File: src/logic/dcal_pkg.sv
// package: register layout, reset values and types for the calibration block
package dcal_pkg;
  localparam int NUM_CHAN = 4;
  localparam int CODE_W = 12;
  localparam int OFS_W = 9;
  localparam int GAIN_W = 8;
  localparam int WORD_W = 16;
  // conversion code field in the channel data word
  localparam int CODE_MSB = 15;
  localparam int CODE_LSB = 4;
  // trim field positions
  localparam int OFS_MSB = 8;
  localparam int GAIN_MSB = 7;
  // register select codes of the local access port
  localparam logic [1:0] SEL_OFFSET = 2'h0;
  localparam logic [1:0] SEL_GAIN = 2'h1;
  localparam logic [1:0] SEL_DATA = 2'h2;
  // reset values
  localparam logic [15:0] OFS_RESET = 16'h0000;
  localparam logic [15:0] GAIN_RESET = 16'h0000;
  localparam logic [15:0] DATA_RESET = 16'h0000;
  // fraction bits of the corrected code: offset step is 1/128 lsb, gain step 1/16 lsb
  localparam int FRAC_W = 7;
  localparam int GAIN_SHIFT = 3;
  localparam int CORR_W = CODE_W + FRAC_W + 3;

  typedef struct packed {
    logic wr;
    logic rd;
    logic [1:0] sel;
    logic [1:0] chan;
    logic [15:0] wdata;
  } dcal_req_t;

  typedef struct packed {
    logic valid;
    logic [1:0] chan;
    logic [CORR_W-1:0] value;
  } dcal_out_t;
endpackage

File: src/logic/dcal_trim_mem.sv
// small trim store: per-channel offset and gain words with registered read
`timescale 1ns/1ps
`default_nettype none
module dcal_trim_mem
#(
  parameter int CHANS = 4,
  parameter int WIDTH = 9
)
(
  input wire logic mclk_in,
  input wire logic rst_b_in,
  input wire logic wr_in,
  input wire logic [$clog2(CHANS)-1:0] waddr_in,
  input wire logic [WIDTH-1:0] wdata_in,
  input wire logic [$clog2(CHANS)-1:0] raddr_in,
  output logic [WIDTH-1:0] rdata_out
);
  logic [WIDTH-1:0] mem_q [CHANS];

  ////////////////////////////////////////////////////////////////////////////
  // storage, cleared at reset
  always_ff @(posedge mclk_in or negedge rst_b_in)
  begin
    if (!rst_b_in)
    begin
      for (int i = 0; i < CHANS; i++)
      begin
        mem_q[i] <= '0;
      end
    end
    else if (wr_in)
    begin
      mem_q[waddr_in] <= wdata_in;
    end
  end

  ////////////////////////////////////////////////////////////////////////////
  // registered read port
  always_ff @(posedge mclk_in or negedge rst_b_in)
  begin
    if (!rst_b_in)
    begin
      rdata_out <= '0;
    end
    else
    begin
      rdata_out <= mem_q[raddr_in];
    end
  end
endmodule
`default_nettype wire

File: src/logic/dcal_top.sv
// top: user calibration registers and corrected code for four channels
`timescale 1ns/1ps
`default_nettype none
module dcal_top
(
  input wire logic mclk_in,
  input wire logic rst_b_in,
  input wire dcal_pkg::dcal_req_t req_in,
  input wire logic bipolar_in,
  input wire logic update_in,
  input wire logic [1:0] update_chan_in,
  output logic [15:0] rdata_out,
  output logic rvalid_out,
  output dcal_pkg::dcal_out_t corr_out
);
  import dcal_pkg::*;

  typedef enum logic [2:0] {
    DCAL_IDLE = 3'b001,
    DCAL_FETCH = 3'b010,
    DCAL_CALC = 3'b100
  } dcal_state_t;

  dcal_state_t state_q;
  logic [1:0] upd_chan_q;
  logic [1:0] rd_sel_q;
  logic [1:0] rd_chan_q;
  logic rd_pend_q;
  logic [OFS_W-1:0] ofs_rd;
  logic [GAIN_W-1:0] gain_rd;
  logic [1:0] mem_raddr;
  logic ofs_wr;
  logic gain_wr;
  logic [WORD_W-1:0] data_q [NUM_CHAN];

  // extract the 12-bit code and extend it to a signed 13-bit value: sign-extended when bipolar, zero-extended otherwise
  function automatic logic signed [CODE_W:0] code_value(input logic [15:0] word,
                                                       input logic bip);
    logic [CODE_W-1:0] c;
    c = word[CODE_MSB:CODE_LSB];
    if (bip)
    begin
      code_value = {c[CODE_W-1], c};
    end
    else
    begin
      code_value = {1'b0, c};
    end
  endfunction

  ////////////////////////////////////////////////////////////////////////////
  // write decode; only the low trim bits are kept
  // upper bits dropped
  assign ofs_wr = req_in.wr && (req_in.sel == SEL_OFFSET);
  assign gain_wr = req_in.wr && (req_in.sel == SEL_GAIN);

  dcal_trim_mem #(.CHANS(NUM_CHAN), .WIDTH(OFS_W)) u_ofs_mem
  (
    .mclk_in(mclk_in),
    .rst_b_in(rst_b_in),
    .wr_in(ofs_wr),
    .waddr_in(req_in.chan),
    .wdata_in(req_in.wdata[OFS_MSB:0]),
    .raddr_in(mem_raddr),
    .rdata_out(ofs_rd)
  );

  dcal_trim_mem #(.CHANS(NUM_CHAN), .WIDTH(GAIN_W)) u_gain_mem
  (
    .mclk_in(mclk_in),
    .rst_b_in(rst_b_in),
    .wr_in(gain_wr),
    .waddr_in(req_in.chan),
    .wdata_in(req_in.wdata[GAIN_MSB:0]),
    .raddr_in(mem_raddr),
    .rdata_out(gain_rd)
  );

  // update fetch has priority over a register read
  assign mem_raddr = (update_in && state_q == DCAL_IDLE) ? update_chan_in : req_in.chan;

  ////////////////////////////////////////////////////////////////////////////
  // channel data words
  always_ff @(posedge mclk_in or negedge rst_b_in)
  begin
    if (!rst_b_in)
    begin
      for (int i = 0; i < NUM_CHAN; i++)
      begin
        data_q[i] <= DATA_RESET;
      end
    end
    else if (req_in.wr && req_in.sel == SEL_DATA)
    begin
      data_q[req_in.chan] <= {req_in.wdata[CODE_MSB:CODE_LSB], 4'h0};
    end
  end

  ////////////////////////////////////////////////////////////////////////////
  // register read, answered two cycles after the request; dropped if an update starts in the same cycle
  always_ff @(posedge mclk_in or negedge rst_b_in)
  begin
    if (!rst_b_in)
    begin
      rd_pend_q <= 1'b0;
      rd_sel_q <= SEL_OFFSET;
      rd_chan_q <= 2'h0;
    end
    else
    begin
      rd_pend_q <= req_in.rd && !(update_in && state_q == DCAL_IDLE);
      rd_sel_q <= req_in.sel;
      rd_chan_q <= req_in.chan;
    end
  end

  always_ff @(posedge mclk_in or negedge rst_b_in)
  begin
    if (!rst_b_in)
    begin
      rdata_out <= 16'h0000;
      rvalid_out <= 1'b0;
    end
    else
    begin
      rvalid_out <= rd_pend_q;
      if (rd_pend_q)
      begin
        case (rd_sel_q)
          SEL_OFFSET: rdata_out <= {{(WORD_W - OFS_W){1'b0}}, ofs_rd};
          SEL_GAIN: rdata_out <= {{(WORD_W - GAIN_W){1'b0}}, gain_rd};
          SEL_DATA: rdata_out <= data_q[rd_chan_q];
          default: rdata_out <= 16'h0000;
        endcase
      end
    end
  end

  ////////////////////////////////////////////////////////////////////////////
  // update sequencer
  always_ff @(posedge mclk_in or negedge rst_b_in)
  begin
    if (!rst_b_in)
    begin
      state_q <= DCAL_IDLE;
      upd_chan_q <= 2'h0;
    end
    else
    begin
      case (state_q)
        DCAL_IDLE:
        begin
          if (update_in)
          begin
            state_q <= DCAL_FETCH;
            upd_chan_q <= update_chan_in;
          end
        end
        DCAL_FETCH: state_q <= DCAL_CALC;
        DCAL_CALC: state_q <= DCAL_IDLE;
        default: state_q <= DCAL_IDLE;
      endcase
    end
  end

  ////////////////////////////////////////////////////////////////////////////
  // corrected code: code*(1 + gain/16 lsb of full scale) + offset/128 lsb
  logic signed [CORR_W-1:0] base_v;
  logic signed [CORR_W-1:0] gain_v;
  logic signed [CORR_W-1:0] ofs_v;
  logic signed [CODE_W:0] code_v;
  // full-width product, so full-scale code times largest gain cannot wrap
  localparam int PROD_W = 2 * CORR_W;
  logic signed [PROD_W-1:0] prod_v;
  logic signed [CORR_W-1:0] gscale_v;
  logic [1:0] fetch_chan_q;
  logic signed [OFS_W-1:0] ofs_hold_q;
  logic signed [GAIN_W-1:0] gain_hold_q;

  always_ff @(posedge mclk_in or negedge rst_b_in)
  begin
    if (!rst_b_in)
    begin
      ofs_hold_q <= '0;
      gain_hold_q <= '0;
      fetch_chan_q <= 2'h0;
    end
    else if (state_q == DCAL_FETCH)
    begin
      ofs_hold_q <= ofs_rd;
      gain_hold_q <= gain_rd;
      fetch_chan_q <= upd_chan_q;
    end
  end

  always_comb
  begin
    code_v = code_value(data_q[fetch_chan_q], bipolar_in);
    base_v = CORR_W'(code_v) <<< FRAC_W;
    // gain step 1/16 lsb at full scale
    gain_v = CORR_W'(gain_hold_q) <<< GAIN_SHIFT;
    prod_v = PROD_W'(gain_v) * PROD_W'(code_v);
    gscale_v = CORR_W'(prod_v >>> CODE_W);
    ofs_v = CORR_W'(ofs_hold_q);
  end

  always_ff @(posedge mclk_in or negedge rst_b_in)
  begin
    if (!rst_b_in)
    begin
      corr_out <= '0;
    end
    else
    begin
      corr_out.valid <= (state_q == DCAL_CALC);
      if (state_q == DCAL_CALC)
      begin
        corr_out.chan <= fetch_chan_q;
        corr_out.value <= base_v + gscale_v + ofs_v;
      end
    end
  end
endmodule
`default_nettype wire

File: config.mk
export PLATFORM = sky130hd
export DESIGN_NAME = dcal_top
export DESIGN_NICKNAME = d
export VERILOG_FILES = /design/src/logic/dcal_pkg.sv /design/src/logic/dcal_trim_mem.sv /design/src/logic/dcal_top.sv
export SDC_FILE = /design/constraint.sdc
export NUM_CORES = 1
export LEC_CHECK = 0
export BUFFER_PORTS_ARGS = -buffer_cell sky130_fd_sc_hd__buf_2
export CORE_ASPECT_RATIO = 1.4
export CORE_MARGIN = 2
export CORE_UTILIZATION = 25
export CTS_CLUSTER_SIZE = 28
export DETAILED_ROUTE_END_ITERATION = 12
export GPL_TIMING_DRIVEN = 0
export PLACE_DENSITY_LB_ADDON = 0.25
export REMOVE_ABC_BUFFERS = 1
export SETUP_SLACK_MARGIN = 0.15
export SKIP_LAST_GASP = 1
export SYNTH_ARGS = -nofsm -noshare
export SYNTH_HDL_FRONTEND = slang
export SYNTH_HIERARCHICAL = 1
export SYNTH_SLANG_ARGS = --single-unit
export TNS_END_PERCENT = 10
File: constraint.sdc
create_clock -name mclk_in -period 11.5 [get_ports mclk_in]
set_clock_uncertainty 0.2 [all_clocks]
set_input_delay 1.725 -clock mclk_in [delete_from_list [all_inputs] [get_ports mclk_in]]
set_output_delay 1.725 -clock mclk_in [all_outputs]
set_load 0.005 [all_outputs]
==> key figures <==
Detailed routing
  • Routed via count: 8272
  • Antenna Nets Post-Route: 0
  • Post-DR wirelength/cell: 17.48 um
  • DRC: 0
  • Initial DRC Count: 303
  • Final WL: 33250 um
  • Via/cell ratio: approximately 4.3
  • Drt pass-1 iters: 4

Logic synthesis
  • Mapped cell area: 13300 um^2
  • Sequential-to-total area share from yosys stat: 0.3839
  • Mapped Cells: around 1.1k
  • Async set or reset register ratio after synthesis: 1.000
  • Syn_area_per_cell: 11.99 um^2
  • EDFF count, synth: 0
  • Yosys warning count: 6
  • Synthesized flop and latch total: 204
  • Dominant synthesized flop cell: dfrtp_1
  • Yosys cell types: 59

Clock network
  • Cts repair resizes: 0
  • Clk sinks: between 200 and 250
  • CTS tree: built
  • Latest clock arrival within the worst-skew pair: 0.55 ns
  • Num CTS Buffers: 23
  • Worst-path clk slew: 0.06 ns
  • Clock root buffer: clkbuf_16
  • CTS HTree Levels: 1
  • Clock Path Buffers: 3
  • Postcts setup bufs: 0
  • # hold bufs at CTS: 0

Timing
  • Actual slew at the worst max-slew pin: 1.211 ns
  • Max Freq: roughly 100 MHz
  • Tcrit/Tclk final: 0.8402
  • RSZ-0062 raised after global routing: no
  • Tmin final: between 9 and 10 ns
  • Worst rel slew slack: 0.1905
  • Final setup violation count: 0
  • Fin. max-slew vios: 0
  • Setup_tns: 0 ns
  • Final Hold Viols: 0

Worst setup path
  • Worst Path Buf+Inv: 3
  • Cell family with most CP delay: adder cells
  • Crit path DAT: between 9 and 10 ns
  • CP max-delay cell: dfrtp_1
  • Crit path top cell by count: fa_1
  • Slowest cell delay on critical path: 1.08 ns
  • Crit Path Class: flip-flop to flip-flop
  • WP data required: 11.73 ns
  • Worst setup EP type: flip-flop
  • Critical path launch point type: flip-flop
  • Critical Path Fanout Max: 14

GRT
  • Antenna violations before repair: 2
  • Remaining global-route overflow: 0
  • Vias in the first global route: 9106
  • First-pass GRT wire length: 52640 um
  • Largest net degree at the start of global routing: 124
  • Met3 Usage GRT: 0.01802
  • Met1 Use GR: 0.1401
  • Met2 GRT Util: 0.2377
  • Gr busiest metal: met2
  • Tot GR Track Use: 0.1253

Layout
  • Nets: between 1k and 1.5k
  • Fill cells: 5433
  • Layout area overhead: 14.54%
  • Commonest non-fill, non-tap cells in the layout: dfrtp_1 (203), inv_1 (147), mux2_2 (133)
  • Layout cell share with drive strength beyond 1: 0.2586
  • Most common cell after layout, fill and taps aside: dfrtp_1

Floorplan
  • Die area: 55090 um^2
  • Rows: 100
  • Die height: 276.9 um
  • I/O pins: 70
  • Starting Density: 0.2513
  • Core region area: between 50000 and 60000 um^2
  • Die W: 198.9 um

Placed design
  • Final GP Congestion: between 0.7 and 0.8
  • Port bufs: 69
  • Post-DP HPWL: about 25000 um

Run status
  • Outcome: completed

Job
  • Max-cap violations: 0

Worst hold path
  • Hold Path Class: flip-flop to flip-flop
[worst paths after layout]
| path | from | to | slack [ns] | depth (start not counted) |
|---|---|---|---|---|
| setup / recovery | fetch_chan_q[0]$_DFFE_PN0P_ | corr_out[18]$_DFFE_PN0P_ | 1.84 | 25 |
| hold / removal | upd_chan_q[1]$_DFFE_PN0P_ | upd_chan_q[1]$_DFFE_PN0P_ | 0.27 | 2 |
| setup reg to reg | fetch_chan_q[0]$_DFFE_PN0P_ | corr_out[18]$_DFFE_PN0P_ | 1.84 | 25 |
| hold reg to reg | upd_chan_q[1]$_DFFE_PN0P_ | upd_chan_q[1]$_DFFE_PN0P_ | 0.27 | 2 |
| max in group asynchronous | rst_b_in | corr_out[7]$_DFFE_PN0P_ | 8.99 | 2 |
| min in group asynchronous | rst_b_in | rvalid_out$_DFF_PN0_ | 0.99 | 1 |
[synthesized netlist by cell type (all sizes together), types with 11 or more instances]
cell type / count / area [um^2]
nand2: 81 / 304.0
nor2: 38 / 142.6
and2: 60 / 375.4
mux2i: 11 / 110.1
dfrtp: 203 / 5080
mux4: 41 / 923.4
a21oi: 33 / 168.9
clkbuf: 26 / 97.59
ha: 64 / 800.8
nand3: 13 / 75.07
inv: 147 / 551.8
mux2: 134 / 1509
o21ai: 33 / 168.9
xnor2: 24 / 210.2
fa: 97 / 1942
a21o: 13 / 100.1
[per-layer routing]
layer / part of all wire / vias to the layer above
met5: 0 / -
met4: 0.031 / 0
met3: 0.032 / 54
met2: 0.55 / 101
met1: 0.38 / 4270
li1: - / 3847
[area by class of cell]
cell class	count	area, um^2	area share
clock buffer	31	635.6	0.04172
sequential	204	5106	0.3351
timing repair buffer	74	431.7	0.02833
antenna	1	2.502	0.0001642
tap	714	893.4	0.05864
clock inverter	9	97.59	0.006406
inverter	147	551.8	0.03622
multi-input combinational	722	7517	0.4934
[worst reg2reg max path, cell delays in order (launching register included)]
cell      delay [ns]
dfrtp_1         1.08
mux4_2          0.85
and2_1          0.28
fa_1            0.52
fa_1            0.54
fa_1            0.56
inv_1           0.06
fa_1            0.54
inv_1           0.05
ha_1            0.35
a21o_1          0.20
a21oi_1         0.19
a21oi_1         0.10
nor2_1          0.29
a21oi_1         0.21
xnor2_1         0.95
fa_1            0.57
inv_1           0.06
ha_1            0.30
a2111o_1        0.40
a21oi_1         0.11
o21ai_1         0.10
a221o_1         0.38
a21oi_2         0.20
nor4b_1         0.07
or3_1           0.39
[logic make-up (layout without fill, tap and decap cells)]
| group | Yosys count | in the layout | share of synthesized area |
|---|---|---|---|
| other cells | 0 | 1 | 0 |
| simple gates | 233 | 233 | 0.09105 |
| buf+inv | 183 | 261 | 0.05230 |
| xor+xnor | 34 | 34 | 0.02239 |
| flops | 204 | 204 | 0.3839 |
| mux | 186 | 186 | 0.1911 |
| fa+ha+maj | 161 | 161 | 0.2062 |
| compound gates | 108 | 108 | 0.05305 |
[registers in the layout (all words and copies together) (netlist names), 3 cells and up]
signal	cells
state_q	3
gain_hold_q	8
u_ofs_mem/rdata_out	9
ofs_hold_q	9
u_gain_mem/rdata_out	8
u_ofs_mem/mem_q	36
rdata_out	16
corr_out	25
u_gain_mem/mem_q	32
data_q	48
[through the flow]
step | hold slack (ns) | utilization | std cells | setup slack (ns) | instance area, um^2
floorplan | 0.2403 | - | 1073 | 2.921 | 13160
global placement | 0.2538 | 0.2720 | 1856 | 1.665 | 14400
detailed placement | 0.2570 | 0.2739 | 1861 | 1.646 | 14500
CTS | 0.2731 | 0.2878 | 1901 | 1.597 | 15230
global route | 0.3038 | 0.2879 | 1902 | 1.266 | 15240
finish | 0.2669 | 0.2879 | 1902 | 1.838 | 15240
Power is not shown: default switching activity piles up to over one toggle a cycle in this logic, so the estimate is an artifact.
